## src/hbr_pkg.sv

```systemverilog
// shared constants for the serial port bit-rate generator
package hbr_pkg;
	// ************************************************
	// special-function register map
	// ************************************************
	localparam logic [7:0] PRESCALE_ADDR = 8'had;
	localparam logic [7:0] DIVIDER_ADDR = 8'hae;
	localparam logic [7:0] PRESCALE_RESET = 8'h18;
	localparam logic [7:0] DIVIDER_RESET = 8'h70;
	localparam int REG_WIDTH = 8;
	// ************************************************
	// timing
	// ************************************************
	localparam int CLK_PERIOD_NS = 4;
	localparam int CLK_FREQ_HZ = 1000000000 / CLK_PERIOD_NS;
endpackage : hbr_pkg

```

## src/hbr_div_stage.sv

```systemverilog
// one 8-bit up-counting divider stage with a terminal pulse
`timescale 1ns/1ps
module hbr_div_stage (
	input wire logic clk, // system clock
	input wire logic rst_n, // async reset, active low
	input wire logic run, // stage counts while high
	input wire logic step, // advance by one when high
	input wire logic [7:0] reload, // terminal count, cycles minus one
	output logic wrap // high in the step that ends a period
);
	logic [7:0] cnt_reg;
	logic [7:0] cnt_next;

	assign wrap = run && step && (cnt_reg >= reload);

	always_comb begin
		cnt_next = cnt_reg;
		if (!run) begin
			cnt_next = 8'h00;
		end else if (step) begin
			cnt_next = wrap ? 8'h00 : cnt_reg + 8'h01;
		end
	end

	always_ff @(posedge clk or negedge rst_n) begin
		if (!rst_n) begin
			cnt_reg <= 8'h00;
		end else begin
			cnt_reg <= cnt_next;
		end
	end
endmodule : hbr_div_stage

```

## src/hbr_baud_gen.sv

```systemverilog
// bit-rate generator of the high-speed serial host port
// Behaviour
// - bit rate is clock divided by (prescale plus one) times divider.
// - the divider setting divides directly, with no offset added.
// - the prescaler divides the clock by 1 to 256 ahead of the divider.
// - prescale register is 8-bit read/write at ad, reset value 18.
// - divider register is 8-bit read/write at ae, reset value 70.
// - with soft reset low the generator and its counting stop.
`timescale 1ns/1ps
module hbr_baud_gen (
	input wire logic clk, // system clock
	input wire logic rst_n, // async reset, active low
	input wire logic sfr_wr, // special-function register write strobe
	input wire logic sfr_rd, // special-function register read strobe
	input wire logic [7:0] sfr_addr, // register address
	input wire logic [7:0] sfr_wdata, // write data
	output logic [7:0] sfr_rdata, // read data, registered
	output logic sfr_hit, // address belongs to this block
	input wire logic soft_reset_n, // port soft reset, active low
	output logic baud_tick // one-cycle bit-rate tick
);
	// ************************************************
	// registers
	// ************************************************
	typedef enum logic [1:0] {
		HBR_IDLE = 2'b01,
		HBR_RUN = 2'b10
	} hbr_state_e;

	hbr_state_e state_reg;
	hbr_state_e state_next;
	logic [7:0] baud_prescale_reg;
	logic [7:0] baud_prescale_next;
	logic [7:0] baud_divider_reg;
	logic [7:0] baud_divider_next;
	logic [7:0] sfr_rdata_reg;
	logic [7:0] sfr_rdata_next;
	logic baud_tick_reg;
	logic baud_tick_next;
	logic pre_wrap;
	logic div_wrap;
	logic running;
	logic cfg_write;
	logic [7:0] div_reload;

	assign sfr_hit = (sfr_addr == hbr_pkg::PRESCALE_ADDR) ||
		(sfr_addr == hbr_pkg::DIVIDER_ADDR);
	assign sfr_rdata = sfr_rdata_reg;
	assign baud_tick = baud_tick_reg;

	always_comb begin
		baud_prescale_next = baud_prescale_reg;
		baud_divider_next = baud_divider_reg;
		sfr_rdata_next = sfr_rdata_reg;
		if (sfr_wr && sfr_addr == hbr_pkg::PRESCALE_ADDR) begin
			baud_prescale_next = sfr_wdata;
		end
		if (sfr_wr && sfr_addr == hbr_pkg::DIVIDER_ADDR) begin
			baud_divider_next = sfr_wdata;
		end
		if (sfr_rd) begin
			case (sfr_addr)
				hbr_pkg::PRESCALE_ADDR: sfr_rdata_next = baud_prescale_reg;
				hbr_pkg::DIVIDER_ADDR: sfr_rdata_next = baud_divider_reg;
				default: sfr_rdata_next = 8'h00;
			endcase
		end
	end

	always_ff @(posedge clk or negedge rst_n) begin
		if (!rst_n) begin
			baud_prescale_reg <= hbr_pkg::PRESCALE_RESET;
			baud_divider_reg <= hbr_pkg::DIVIDER_RESET;
			sfr_rdata_reg <= 8'h00;
		end else begin
			baud_prescale_reg <= baud_prescale_next;
			baud_divider_reg <= baud_divider_next;
			sfr_rdata_reg <= sfr_rdata_next;
		end
	end

	// ************************************************
	// run control
	// ************************************************
	// a write to either setting restarts the period so no stale count leaks
	assign cfg_write = sfr_wr && sfr_hit;

	always_comb begin
		state_next = state_reg;
		case (state_reg)
			HBR_IDLE: if (soft_reset_n) state_next = HBR_RUN;
			HBR_RUN: if (!soft_reset_n || cfg_write) state_next = HBR_IDLE;
			default: state_next = HBR_IDLE;
		endcase
	end

	always_ff @(posedge clk or negedge rst_n) begin
		if (!rst_n) begin
			state_reg <= HBR_IDLE;
		end else begin
			state_reg <= state_next;
		end
	end

	assign running = (state_reg == HBR_RUN) && soft_reset_n;

	// ************************************************
	// divider chain
	// ************************************************
	// divider value 0 is taken as 256 counts, the natural 8-bit wrap
	assign div_reload = baud_divider_reg - 8'h01;

	hbr_div_stage u_pre (
		.clk(clk),
		.rst_n(rst_n),
		.run(running),
		.step(1'b1),
		.reload(baud_prescale_reg),
		.wrap(pre_wrap)
	);

	hbr_div_stage u_div (
		.clk(clk),
		.rst_n(rst_n),
		.run(running),
		.step(pre_wrap),
		.reload(div_reload),
		.wrap(div_wrap)
	);

	always_comb begin
		baud_tick_next = div_wrap;
	end

	always_ff @(posedge clk or negedge rst_n) begin
		if (!rst_n) begin
			baud_tick_reg <= 1'b0;
		end else begin
			baud_tick_reg <= baud_tick_next;
		end
	end

	// ************************************************
	// checks
	// ************************************************
	// gap_cnt starts from zero on a restart so the first tick lands on period
	logic [16:0] gap_cnt;
	logic [16:0] gap_next;
	logic [16:0] pre_fac;
	logic [16:0] div_fac;
	logic [16:0] period;
	assign pre_fac = 17'(baud_prescale_reg) + 17'h00001;
	assign div_fac = (baud_divider_reg == 8'h00) ? 17'h00100 :
		17'(baud_divider_reg);
	assign period = pre_fac * div_fac;

	always_comb begin
		gap_next = gap_cnt + 17'h00001;
		if (!running) begin
			gap_next = 17'h00000;
		end else if (baud_tick_reg) begin
			gap_next = 17'h00001;
		end
	end

	always_ff @(posedge clk or negedge rst_n) begin
		if (!rst_n) begin
			gap_cnt <= 17'h00000;
		end else begin
			gap_cnt <= gap_next;
		end
	end

	a_tick_period: assert property (@(posedge clk) disable iff (!rst_n)
		baud_tick_reg && $past(running) && $stable(baud_prescale_reg)
		&& $stable(baud_divider_reg) |-> gap_cnt == period)
		else $error("tick spacing differs from prescale times divider");
	a_tick_single: assert property (@(posedge clk) disable iff (!rst_n)
		baud_tick_reg && period != 17'h00001 |=> !baud_tick_reg)
		else $error("tick wider than one clock");
	a_soft_stop: assert property (@(posedge clk) disable iff (!rst_n)
		!soft_reset_n |=> !baud_tick_reg [*2])
		else $error("tick while soft reset held");
	a_pre_write: assert property (@(posedge clk) disable iff (!rst_n)
		sfr_wr && sfr_addr == hbr_pkg::PRESCALE_ADDR |=>
		baud_prescale_reg == $past(sfr_wdata))
		else $error("prescale write lost");
	a_div_write: assert property (@(posedge clk) disable iff (!rst_n)
		sfr_wr && sfr_addr == hbr_pkg::DIVIDER_ADDR |=>
		baud_divider_reg == $past(sfr_wdata))
		else $error("divider write lost");
	a_div_read: assert property (@(posedge clk) disable iff (!rst_n)
		sfr_rd && sfr_addr == hbr_pkg::DIVIDER_ADDR |=>
		sfr_rdata == $past(baud_divider_reg))
		else $error("divider readback wrong");
	a_pre_wrap: assert property (@(posedge clk) disable iff (!rst_n)
		running && baud_prescale_reg == 8'h00 && $past(running) |->
		pre_wrap)
		else $error("prescale of one does not pass every clock");
	a_tick_soon: assert property (@(posedge clk) disable iff (!rst_n)
		running && baud_prescale_reg == 8'h00 && baud_divider_reg == 8'h02
		&& !cfg_write [*3] |-> ##[0:3] baud_tick_reg)
		else $error("no tick within a short period");

	a_pre_read: assert property (@(posedge clk) disable iff (!rst_n)
		sfr_rd && sfr_addr == hbr_pkg::PRESCALE_ADDR |=>
		sfr_rdata == $past(baud_prescale_reg))
		else $error("prescale readback wrong");
	a_other_read: assert property (@(posedge clk) disable iff (!rst_n)
		sfr_rd && !sfr_hit |=> sfr_rdata == 8'h00)
		else $error("unmapped read not zero");
	a_gap_bound: assert property (@(posedge clk) disable iff (!rst_n)
		running && $past(running) |-> gap_cnt <= period)
		else $error("tick missing after a full period");
	a_idle_quiet: assert property (@(posedge clk) disable iff (!rst_n)
		!running |=> !baud_tick_reg)
		else $error("tick while generator stopped");

	c_tick: cover property (@(posedge clk) baud_tick_reg);
	c_stop: cover property (@(posedge clk) baud_tick_reg ##1 !soft_reset_n);
	c_fast: cover property (@(posedge clk)
		baud_divider_reg == 8'h1d && baud_tick_reg);
	c_slow: cover property (@(posedge clk)
		baud_prescale_reg == 8'hff && baud_tick_reg);
	c_restart: cover property (@(posedge clk) cfg_write ##1 !running);
endmodule : hbr_baud_gen

```

## config.mk

```make
export PLATFORM = sky130hd
export DESIGN_NAME = hbr_baud_gen
export DESIGN_NICKNAME = d
export VERILOG_FILES = /design/src/hbr_pkg.sv /design/src/hbr_div_stage.sv /design/src/hbr_baud_gen.sv
export SDC_FILE = /design/constraint.sdc
export NUM_CORES = 1
export LEC_CHECK = 0
export BUFFER_PORTS_ARGS = -buffer_cell sky130_fd_sc_hd__buf_2
export CAP_MARGIN = 10
export CORE_MARGIN = 2
export CORE_UTILIZATION = 50
export DETAILED_ROUTE_END_ITERATION = 8
export PLACE_DENSITY = 0.77
export SYNTH_ARGS = -nofsm -noshare
export SYNTH_HDL_FRONTEND = slang
export SYNTH_SLANG_ARGS = --single-unit
```

## constraint.sdc

```tcl
create_clock -name clk -period 4.03 [get_ports clk]
set_clock_uncertainty 0.1 [all_clocks]
set_input_delay 0.403 -clock clk [delete_from_list [all_inputs] [get_ports clk]]
set_output_delay 0.403 -clock clk [all_outputs]
set_load 0.05 [all_outputs]
```

# After elaboration in Yosys (flattened, before gate mapping)
# Index checks and enable logic that the tools add are counted.
[word_totals] regBits=43 latch_bits=0 ram_bits=0 rom_bits=0 input_bits=21 elab_cells=39 mem_count=0
[op_classes] addsub=3 mul=0 n_div=0 n_lt_le_gt_ge=2 n_eq_ne=7 shift=0 n_mux=9 n_bitwise=0 reduce_logical=11
[ops] operator="8-bit 2-to-1 mux" count=5
[ops] operator="8-bit by 1-bit adder with 8-bit output, second input constant" count=2
[ops] operator="8-bit equality test, second input constant" count=2
[ops] operator="8-bit >= comparator" count=2
[ops] operator="8-bit one-hot mux with 2 select lines" count=1
[ops] operator="8-bit by 1-bit subtractor with 8-bit output, second input constant" count=1
[ops] operator="1-bit logical AND" count=7
[ops] operator="2-bit != test, second input constant" count=3
[ops] operator="2-bit 2-to-1 mux" count=2
[ops] operator="2-bit one-hot mux with 2 select lines" count=1
[ops] operator="2-bit by 1-bit equality test with 1-bit output, second input constant" count=1
[ops] operator="2-bit equality test, second input constant" count=1
[ops] operator="1-bit logical OR" count=2
[ops] operator="2-bit AND reduction" count=1
[ops] operator="1-bit logical NOT" count=1

# Logic depth before layout (Yosys ltp)
# Gate-level depths: netlist of run 1.
[depth] ltp_word=8 mapped_depth=11 depth_no_buf=11

# Hierarchy
# Synthesis of run 1 repeated with hierarchy kept, for this count alone.
[unflattened] hier_cells=268 hier_area_um2=2663.8
[modules_own_cells] module="hbr_div_stage" n_inst=2 cells_each=80 area_each_um2=666.9 seq_area_each_um2=200.2
[modules_own_cells] module="hbr_baud_gen" n_inst=1 cells_each=108 area_each_um2=1330.0 seq_area_each_um2=683.2

# Worst setup path before layout of run 1
# Ideal clock, no wire load.
[synth_timing] path_type="register -> register" start="register baud_divider_reg[0]" end="register u_div.cnt_reg[2]" setup_time_ns=0.122 arrival_ns=2.142 required_ns=3.808 slack_ns=1.666 stages_incl_launch_ff=11 path_buffers=0 path_cell_list="dfrtp_1 -> inv_1 -> ha_1 -> nand2_1 -> nor3_1 -> xnor2_1 -> ha_1 -> nand3_1 -> o31ai_2 -> o22ai_1 -> a32o_1"
[synth_via] elab_chain_len=6
[synth_lines] element="from (decl)" line="hbr_baud_gen.sv:34" text="logic [7:0] baud_divider_reg;"
[synth_lines] element="from (signal assigned)" line="hbr_baud_gen.sv:73" text="baud_divider_reg <= hbr_pkg::DIVIDER_RESET;"
[synth_lines] element="from (signal assigned)" line="hbr_baud_gen.sv:77" text="baud_divider_reg <= baud_divider_next;"
[synth_lines] element="8-bit by 1-bit subtractor with 8-bit output" line="hbr_baud_gen.sv:111" text="assign div_reload = baud_divider_reg - 8'h01;"
[synth_lines] element="8-bit >= comparator" line="hbr_div_stage.sv:14" text="assign wrap = run && step && (cnt_reg >= reload);"
[synth_lines] element="1-bit logical AND" line="hbr_div_stage.sv:14"
[synth_lines] element="8-bit 2-to-1 mux" line="hbr_div_stage.sv:21" text="cnt_next = wrap ? 8'h00 : cnt_reg + 8'h01;"
[synth_lines] element="8-bit 2-to-1 mux" line="hbr_div_stage.sv:20" text="end else if (step) begin"
[synth_lines] element="8-bit 2-to-1 mux" line="hbr_div_stage.sv:18" text="if (!run) begin"
[synth_lines] element="to (signal assigned)" line="hbr_div_stage.sv:29" text="cnt_reg <= cnt_next;"
[synth_lines] element="to (decl)" line="hbr_div_stage.sv:11" text="logic [7:0] cnt_reg;"
# Every way passes these cells. The select of a mux whose other input is x is not followed.
# A chain may end at the register's enable or synchronous reset.

# Final worst setup path of run 1
[layout_timing] start="register baud_divider_reg[2]" end="register u_div.cnt_reg[2]"
# The elaborated chain is that of the path after synthesis.

==> results.md, run 1 <==
- Count leader, synth: sky130_fd_sc_hd__dfrtp_1
- DR vias: 1,815
- Final setup violating endpoints: 0
- Power density over the cells: 340 mW/mm²
- Worst relative slew slack: 37.5%
- Clock H-tree levels: 2
- Biggest area contributors in the synthesized netlist: sky130_fd_sc_hd__dfrtp_1 (38%), sky130_fd_sc_hd__ha_1 (9.7%), sky130_fd_sc_hd__mux2_2 (7.3%), sky130_fd_sc_hd__dfstp_2 (6.4%), sky130_fd_sc_hd__nor3_1 (2.4%)
- Row cnt: 25
- Maximum VDD drop: 0.198 mV
- Placeable Area: 0.00472 mm²
- Hold buffer count at CTS: 0
- Final antenna diode count: 0
- Yosys Warn Count: 0
- Result of the run: completed
- Cell occurring most often along the worst timing path: sky130_fd_sc_hd__nand3_1
- Clock latency on the worst-skew pair: 0.29 ns
- Overall routing resource usage: 20.5%
- Leakage: 1.33 nW
- Post-CTS setup buffer count: 0
- Initial antenna violation count: 0
- Setup repair after global routing missed its margin: no
- Max cap viols: 0
- Mean Syn Cell Area: 10.8 µm²
- Height of the die: 74.1 µm
- Maximum clock frequency: 377 MHz
- Switching Share: 26.6%
- Detailed-routing iteration count for the pre-antenna-repair pass: 5
- Post-CTS Resized: 0
- Reg-to-reg setup timing slack: 1.38 ns
- Type of the setup path with the least slack: reg2reg
- CTS clock-pin slew for the worst setup and hold paths: 0.08 ns
- CTS tree: done
- Die width: 74.1 µm
- Overflow after GRT: 0
- Critical path depth in cells: 9
- Asr flop ratio synth: 100%
- Pin count of the biggest net entering global routing: 44
- Number of buffer cells added on primary ports: 30
- Kind of end point of the critical path: flop
- Slew @ Worst Pin: 0.938 ns
- Number of buffers added by the clock tree synthesis step: 5
- R2r worst-path depth: 9
- Antenna Nets Post-Route: 0
- Crit path required time: 4.11 ns
- Total Wirelength: 4.85 mm
- Number of enable flip-flop cells after synthesis: 0
- Post-Synthesis Cell Area: 0.00246 mm²
- Fraction of final layout cells with drive strength greater than 1: 27.0%
- Post-layout utilization of the core: 58.6%
- Clk buf depth: 2
- Top-area cell type share of the netlist area: 37.7%
- Hold violation count in the final report: 0
- Distinct cell type count of the synthesized netlist: 48
- Gate power share: 16.0%
- Most common library cells after synthesis: sky130_fd_sc_hd__dfrtp_1 (37), sky130_fd_sc_hd__ha_1 (19), sky130_fd_sc_hd__mux2_2 (16)
- Period utilisation layout: 65.9%
- Post-Syn Nets: 268
- Arr. time, crit path: 2.74 ns
- Die Outline Area: 0.00549 mm²
- Reg2reg end: u_div.cnt_reg[2]$_DFFE_PN0P_
- Int Pwr: 0.690 mW
- Routability congestion estimate: 0.788
- Fillers: 410
- Number of violations reported at the end of detailed-routing iteration 0: 127
- Yosys reg bits: 43
- Synth-to-Final Area Change: 12.7%
- Post-detailed-route DRC marker count: 0
- Final slew viol count: 0
- Hold slack: 0.147 ns
- Hold crit path type: in2async
- Share of total power in sequential cells: 49.3%
- Via-per-instance ratio: 5.57
- Routed WL per cell: 14.9 µm
- List of cells traversed by the critical path: nor2_1 -> nand3_1 -> nor4_1 -> xnor2_1 -> ha_1 -> nand3_1 -> o31ai_2 -> o22ai_1 -> a32o_1
- Slowest cell on the critical path: sky130_fd_sc_hd__o31ai_2
- Clock tree root driver cell: sky130_fd_sc_hd__clkbuf_8
- Clock net sink count: 43
- Power dissipated by switching net loads: 0.250 mW
- Ports placed on the boundary: 31
- Initial Utilization: 52.1%
- Post-layout minimum cycle time: 2.65 ns
- Total buffers and inverters traversed by the critical path: 0
- Final net count: 298
- Part of the total power dissipated in the clock network: 34.7%
- Reg2reg start: baud_divider_reg[2]$_DFFE_PN0P_
- Global-route wire length before repair: 8.65 mm
- Setup TNS: 0 ns
- Vias in the first global route: 1,882
- Critical path's largest stage delay: 0.50 ns
- CP Launch Type: flop
- Biggest area consumer among synthesized cells: sky130_fd_sc_hd__dfrtp_1
- Prevailing post-synth register cell: sky130_fd_sc_hd__dfrtp_1
- Cell count after synthesis: 228
- Top fanout value on the critical path: 6
- Sequential element share of the synthesized area: 44.1%
- Cell type group with the largest total delay on the critical path: compound AO/OA/AOI/OAI gates
- Placed wire-length estimate: 3.73 mm
## cell usage in the layout (no fill, tap or decap), types with 7 or more instances in the layout
cell type	instances
sky130_fd_sc_hd__dfrtp_1	37
sky130_fd_sc_hd__buf_2	30
sky130_fd_sc_hd__ha_1	19
sky130_fd_sc_hd__mux2_2	16
sky130_fd_sc_hd__nor2_1	14
sky130_fd_sc_hd__inv_1	13
sky130_fd_sc_hd__nor3_1	12
sky130_fd_sc_hd__nand3_1	10
sky130_fd_sc_hd__a21oi_1	10
sky130_fd_sc_hd__a22oi_1	8
sky130_fd_sc_hd__and3_1	7
## through the flow
stage          total power [mW]  cell area, µm²  cells  setup WS (ns)
2_1_floorplan             0.574            2460    228           1.67
3_3_place_gp              0.619            2660    318           1.50
3_5_place_dp              0.624            2660    318           1.41
4_1_cts                   0.951            2770    326           1.40
5_1_grt                   0.996            2770    326           1.17
6_report                  0.941            2770    326           1.38
## layout make-up
type / instances / area (µm²) / area share (%)
Multi-Input combinational cell: 165 / 1300 / 46.8
Tap cell: 67 / 83.8 / 3.03
Clock inverter: 1 / 30.0 / 1.08
Sequential cell: 43 / 1080 / 39.1
Clock buffer: 7 / 76.3 / 2.76
Timing Repair Buffer: 30 / 150 / 5.42
Inverter: 13 / 48.8 / 1.76
## kinds of logic after synthesis
kind of cell / after synthesis / synth area share, %
AND/OR/NAND/NOR: 71 / 17.1
AO/OA/AOI/OAI: 47 / 14.4
XOR/XNOR: 12 / 4.27
flip-flops: 43 / 44.1
multiplexers: 16 / 7.33
adder cells (fa/ha/maj): 19 / 9.67
buffers and inverters: 20 / 3.16
## power groups by stage
stage	sequential [mW]	combinational [mW]	clock, mW
3_5_place_dp	0.472	0.152	0
4_1_cts	0.464	0.152	0.334
5_1_grt	0.466	0.170	0.360
6_report	0.464	0.150	0.327
2_1_floorplan	0.488	0.0857	0
3_3_place_gp	0.471	0.148	0
## worst max-delay path by stage
stage                               startpoint                      endpoint
6_report       baud_divider_reg[2]$_DFFE_PN0P_  u_div.cnt_reg[2]$_DFFE_PN0P_
5_1_grt        baud_divider_reg[3]$_DFFE_PN0P_  u_div.cnt_reg[2]$_DFFE_PN0P_
4_1_cts        baud_divider_reg[3]$_DFFE_PN0P_  u_div.cnt_reg[2]$_DFFE_PN0P_
3_5_place_dp   baud_divider_reg[3]$_DFFE_PN0P_  u_div.cnt_reg[2]$_DFFE_PN0P_
3_3_place_gp   baud_divider_reg[2]$_DFFE_PN0P_  u_div.cnt_reg[2]$_DFFE_PN0P_
2_1_floorplan  baud_divider_reg[0]$_DFFE_PN0P_  u_div.cnt_reg[2]$_DFFE_PN0P_
## per-layer routing
layer	share of wire, %	track usage, %
met1	47	27.4
met2	49	34.1
met3	3.0	4.34
met4	0.99	5.66
met5	0	0
(Power assumes the default switching activity.)
==> run 2, diff against run 1 <==
ABC_AREA = 1   (was unset)
clock period = 2.7 ns   (was 4.03 ns; I/O delays follow)
==> results.md, run 2 <==
- Result of the run: completed
- Number of buffers added by the clock tree synthesis step: 5
- Critical path's largest stage delay: 0.45 ns
- CTS tree: done
- Clock tree root driver cell: sky130_fd_sc_hd__clkbuf_8
- Area post-placement: 0.00268 mm²
- Via-per-instance ratio: 4.96
- Worst relative slew slack: 38.4%
- Most common cell after layout, fill and taps aside: sky130_fd_sc_hd__nand2_1
- CP Launch Type: flop
- Post-Syn Nets: 342
- Reg-to-reg setup timing slack: 0.28 ns
- Final Total Pwr: 1.25 mW
- Clock latency on the worst-skew pair: 0.29 ns
- Die width: 74.6 µm
- Placed wire-length estimate: 3.81 mm
- Number of violations reported at the end of detailed-routing iteration 0: 178
- Hold crit path type: in2async
- Post-layout minimum cycle time: 2.42 ns
- Total buffers and inverters traversed by the critical path: 0
- Final antenna diode count: 0
- Hold violation count in the final report: 0
- List of cells traversed by the critical path: nor3_2 -> nand3_1 -> nor3_1 -> xor2_1 -> ha_1 -> a21oi_1 -> o21ai_0 -> a21oi_2 -> nand3_1 -> nand2_1
- Asr flop ratio synth: 100%
- Overall routing resource usage: 19.1%
- Clock H-tree levels: 2
- CP endpoint: u_div.cnt_reg[5]$_DFFE_PN0P_
- Ports placed on the boundary: 31
- Post-layout utilization of the core: 58.1%
- Height of the die: 74.6 µm
- Total Wirelength: 4.81 mm
- Final net count: 374
- Summed area of non-filler cells in the final layout: 0.00276 mm²
- Post-CTS setup buffer count: 0
- Die Outline Area: 0.00557 mm²
- Period utilisation layout: 89.5%
- Pin count of the biggest net entering global routing: 44
- Detailed-routing iteration count for the pre-antenna-repair pass: 4
- Cell type group with the largest total delay on the critical path: simple AND/OR/NAND/NOR gates
- Slew @ Worst Pin: 0.923 ns
- Initial Utilization: 52.4%
- DR vias: 1,995
- Distinct cell type count of the synthesized netlist: 27
- Overflow after GRT: 0
- Final setup violating endpoints: 0
- Global-route wire length before repair: 8.02 mm
- Number of buffer cells added on primary ports: 30
- Placeable Area: 0.00475 mm²
- Hold buffer count at CTS: 0
- Sequential element share of the synthesized area: 43.5%
- Met1 routing resource usage after global routing: 25.1%
- Worst setup path start: baud_divider_reg[2]$_DFFE_PN0P_
- Maximum VDD drop: 0.285 mV
- Reg2reg start: baud_divider_reg[2]$_DFFE_PN0P_
- Arr. time, crit path: 2.55 ns
- Max cap viols: 0
- Reg2reg end: u_div.cnt_reg[5]$_DFFE_PN0P_
- Most used cells in the layout excluding fill and tap cells: sky130_fd_sc_hd__nand2_1 (87), sky130_fd_sc_hd__inv_1 (38), sky130_fd_sc_hd__dfrtp_1 (37)
- Slowest cell on the critical path: sky130_fd_sc_hd__dfrtp_1
- Post-Synthesis Cell Area: 0.00249 mm²
- Synth-to-Final Area Change: 10.8%
- Routability congestion estimate: 0.836
- Maximum clock frequency: 414 MHz
- Setup TNS: 0 ns
- Post-placement cell count: 394
- Top-area cell type share of the netlist area: 37.1%
- Yosys Warn Count: 0
- Met3 Resource Use GR: 4.20%
- Fraction of final layout cells with drive strength greater than 1: 17.3%
- Power density over the cells: 454 mW/mm²
- Kind of end point of the critical path: flop
- Leakage: 1.53 nW
- R2r worst-path depth: 10
- Busiest grt layer: met2
- Grt met2 use: 32.2%
- Cell occurring most often along the worst timing path: sky130_fd_sc_hd__nand3_1
- Critical path depth in cells: 10
- Post-CTS Resized: 0
- Count leader, synth: sky130_fd_sc_hd__nand2_1
- CTS clock-pin slew for the worst setup and hold paths: 0.08 ns
- Prevailing post-synth register cell: sky130_fd_sc_hd__dfrtp_1
- Post-detailed-route DRC marker count: 0
- Top fanout value on the critical path: 9
- Crit path required time: 2.83 ns
- Yosys reg bits: 43
- Clk buf depth: 2
- Most common library cells after synthesis: sky130_fd_sc_hd__nand2_1 (87), sky130_fd_sc_hd__inv_1 (38), sky130_fd_sc_hd__dfrtp_1 (37)
- Final slew viol count: 0
- Setup repair after global routing missed its margin: no
- Cell count after synthesis: 302
- Final Instance Count excl. Fillers: 402
- Routed WL per cell: 12.0 µm
- Vias in the first global route: 1,831
- Row cnt: 25
- Biggest area consumer among synthesized cells: sky130_fd_sc_hd__dfrtp_1
- Biggest area contributors in the synthesized netlist: sky130_fd_sc_hd__dfrtp_1 (37%), sky130_fd_sc_hd__nand2_1 (13%), sky130_fd_sc_hd__ha_1 (9.5%), sky130_fd_sc_hd__dfstp_2 (6.3%), sky130_fd_sc_hd__inv_1 (5.7%)
- Mean Syn Cell Area: 8.25 µm²
- Number of enable flip-flop cells after synthesis: 0
- Initial antenna violation count: 0
- Clock net sink count: 43
- Antenna Nets Post-Route: 0
- Type of the setup path with the least slack: reg2reg
-- run 2: cell families (layout without fill, tap and decap cells) --
kind of cell    Yosys count  count (layout)  share of synthesized area, %
fa+ha+maj                19              19                          9.54
flops                    43              43                          43.5
buf+inv                  46              79                          8.18
simple gates            151             151                          27.3
compound gates           29              29                          6.63
xor+xnor                 14              14                          4.92
-- run 2: area by class of cell --
| class | instances | area [µm²] |
|---|---|---|
| Fill cell | 459 | 1990 |
| Multi-Input combinational cell | 213 | 1200 |
| Sequential cell | 43 | 1080 |
| Inverter | 41 | 155 |
| Timing Repair Buffer | 30 | 150 |
| Tap cell | 67 | 83.8 |
| Clock buffer | 6 | 72.6 |
| Clock inverter | 2 | 12.5 |
-- run 2: worst min-delay path by stage --
stage	startpoint	slack, ns	to
final	rst_n	0.02	baud_prescale_reg[7]$_DFFE_PN0P_
after global routing	sfr_wdata[5]	0.08	baud_divider_reg[5]$_DFFE_PN1P_
after CTS	rst_n	0.05	u_pre.cnt_reg[3]$_DFF_PN0_
after detailed placement	sfr_rdata[1]$_DFFE_PN0P_	0.36	sfr_rdata[1]$_DFFE_PN0P_
after global placement	sfr_rdata[4]$_DFFE_PN0P_	0.36	sfr_rdata[4]$_DFFE_PN0P_
after floorplan	rst_n	-0.13	baud_divider_reg[0]$_DFFE_PN0P_
-- run 2: layer usage --
layer	vias up	wire length (µm)
met5	-	0
met4	0	51
met3	6	160
met2	27	2400
met1	937	2200
li1	1025	-
-- run 2: stage by stage --
stage          setup WS (ns)  hold slack, ns
2_1_floorplan          0.590          -0.126
3_3_place_gp           0.398           0.356
3_5_place_dp           0.297           0.361
4_1_cts                0.279          0.0475
5_1_grt               0.0887          0.0815
6_report               0.283          0.0154
-- run 2: power by group --
group	internal, mW	switching, mW	leakage [nW]	total [mW]
clock network	0.181	0.217	0.0412	0.398
registers	0.681	0.0183	0.530	0.699
logic	0.0503	0.107	0.955	0.158
total	0.912	0.343	1.53	1.25
==> run 3, diff against run 2 <==
clock period = 2.5 ns   (was 2.7 ns; I/O delays follow)
==> results.md, run 3 (synthesized netlist as in run 2, its figures left out) <==
- Result of the run: complete, but fails checks
- Violated checks: negative hold slack
- Gate power share: 12.6%
- Worst relative slew slack: 38.0%
- Maximum clock frequency: 439 MHz
- Initial antenna violation count: 0
- Arr. time, crit path: 2.36 ns
- DR vias: 1,995
- Post-placement cell count: 394
- Int Pwr: 0.985 mW
- Slew @ Worst Pin: 0.930 ns
- Clock H-tree levels: 2
- Final Instance Count excl. Fillers: 403
- Placement Setup Slack: 0.0972 ns
- Post-layout minimum cycle time: 2.28 ns
- Most common cell after layout, fill and taps aside: sky130_fd_sc_hd__nand2_1
- CP Launch Type: flop
- Setup TNS: 0 ns
- Number of buffers added by the clock tree synthesis step: 5
- Crit path required time: 2.59 ns
- Vias in the first global route: 1,831
- Power dissipated by switching net loads: 0.371 mW
- Clk buf depth: 2
- Area occupied by multi-input gates: 0.00120 mm²
- Share of total power in sequential cells: 55.7%
- Final antenna diode count: 0
- Period utilisation layout: 91.1%
- Routed WL per cell: 12.0 µm
- Row cnt: 25
- Number of violations reported at the end of detailed-routing iteration 0: 183
- Type of the setup path with the least slack: reg2reg
- Hold slack: -0.00414 ns
- Overflow after GRT: 0
- Global-route wire length before repair: 8.02 mm
- Initial Utilization: 52.4%
- Placed wire-length estimate: 3.81 mm
- Placeable Area: 0.00475 mm²
- Clock latency on the worst-skew pair: 0.29 ns
- Fillers: 458
- Clock net sink count: 43
- Ports placed on the boundary: 31
- Kind of end point of the critical path: flop
- Routability congestion estimate: 0.836
- Overall routing resource usage: 19.1%
- Post-detailed-route DRC marker count: 0
- Hold violation count in the final report: 5
- Clock tree root driver cell: sky130_fd_sc_hd__clkbuf_8
- Antenna Nets Post-Route: 0
- Die Outline Area: 0.00557 mm²
- Leakage: 1.53 nW
- Final setup violating endpoints: 0
- Top fanout value on the critical path: 9
- Maximum VDD drop: 0.310 mV
- Hold crit path type: in2async
- Height of the die: 74.6 µm
- Worst setup margin: 0.222 ns
- Via-per-instance ratio: 4.95
- Number of buffer cells added on primary ports: 30
- Total Wirelength: 4.85 mm
- Die width: 74.6 µm
- Area taken by flip-flops and latches: 0.00108 mm²
- Setup repair after global routing missed its margin: no
- Detailed-routing iteration count for the pre-antenna-repair pass: 4
- Hold buffer count at CTS: 0
- CTS clock-pin slew for the worst setup and hold paths: 0.08 ns
- CTS tree: done
- Part of the total power dissipated in the clock network: 31.7%
- Final net count: 375
- Fraction of final layout cells with drive strength greater than 1: 17.6%
- Power density over the cells: 489 mW/mm²
- Switching Share: 27.3%
- Final slew viol count: 0
- Pin count of the biggest net entering global routing: 44
- Most used cells in the layout excluding fill and tap cells: sky130_fd_sc_hd__nand2_1 (87), sky130_fd_sc_hd__inv_1 (38), sky130_fd_sc_hd__dfrtp_1 (37)
- Synth-to-Final Area Change: 11.1%
- Max cap viols: 0
-- run 3: changes by cell type in the layout (fill, tap and decap cells not counted) --
cell,previous run,this run
sky130_fd_sc_hd__buf_4,0,1
sky130_fd_sc_hd__o21ai_0,13,12
sky130_fd_sc_hd__o21ai_1,0,1
-- run 3: power groups by stage --
stage               registers [mW]  logic, mW  clock network, mW
CTS                          0.755      0.174              0.444
global route                 0.759      0.194              0.467
detailed placement           0.768      0.173                  0
finish                       0.755      0.171              0.430
floorplan                    0.781     0.0930                  0
global placement             0.766      0.167                  0
-- run 3: path summary, 6_finish.rpt --
check / endpoint / slack [ns] / start / depth (start not counted)
worst max-delay path: u_div.cnt_reg[5]$_DFFE_PN0P_ / 0.22 / baud_divider_reg[0]$_DFFE_PN0P_ / 13
worst min-delay path: u_pre.cnt_reg[7]$_DFF_PN0_ / -0.004 / rst_n / 1
worst max register to register: u_div.cnt_reg[5]$_DFFE_PN0P_ / 0.22 / baud_divider_reg[0]$_DFFE_PN0P_ / 13
worst min register to register: sfr_rdata[4]$_DFFE_PN0P_ / 0.38 / sfr_rdata[4]$_DFFE_PN0P_ / 2
max in group asynchronous: u_div.cnt_reg[1]$_DFFE_PN0P_ / 1.73 / rst_n / 1
min in group clk: baud_divider_reg[5]$_DFFE_PN1P_ / 0.06 / sfr_wdata[5] / 3
-- run 3: area by class of cell --
class	instances	area share, %
multi-input cells	213	43.5
inverters	41	5.60
well taps	67	3.03
clock buffers	6	2.62
clock inverters	2	0.452
repair buffers	31	5.69
flip-flops and latches	43	39.1
-- run 3: per-stage QoR --
stage / area [µm²] / total power [mW] / utilization [%]
global placement: 2680 / 0.933 / 56.3
finish: 2770 / 1.36 / 58.3
global route: 2770 / 1.42 / 58.3
CTS: 2760 / 1.37 / 58.1
detailed placement: 2680 / 0.941 / 56.3
floorplan: 2490 / 0.874 / -
-- run 3: routing by layer --
layer | part of all wire (%) | track usage (%)
met3 | 4.4 | 4.20
met4 | 1.1 | 4.76
met1 | 45 | 25.1
met5 | 0 | 0
met2 | 49 | 32.2
-- run 3: repair_timing --
| item | 4_1_cts | 5_1_grt |
|---|---|---|
| setup buffers | 0 | 1 |
| endpoints found under the hold margin | 0 | 0 |
| resized for setup | 0 | 1 |
| setup endpoints to repair | 0 | 9 |
-- run 3: worst max-delay path, cell delays in order, from the launching register on --
cell and delay [ns]:
sky130_fd_sc_hd__dfrtp_1 0.41, sky130_fd_sc_hd__inv_1 0.11, sky130_fd_sc_hd__ha_1 0.19, sky130_fd_sc_hd__nand2_1 0.09, sky130_fd_sc_hd__nor3_1 0.17, sky130_fd_sc_hd__xor2_1 0.16
sky130_fd_sc_hd__inv_1 0.06, sky130_fd_sc_hd__ha_1 0.27, sky130_fd_sc_hd__nand2_1 0.07, sky130_fd_sc_hd__o21ai_1 0.18, sky130_fd_sc_hd__a21oi_2 0.04, sky130_fd_sc_hd__buf_4 0.17
sky130_fd_sc_hd__nand3_1 0.09, sky130_fd_sc_hd__nand2_1 0.06
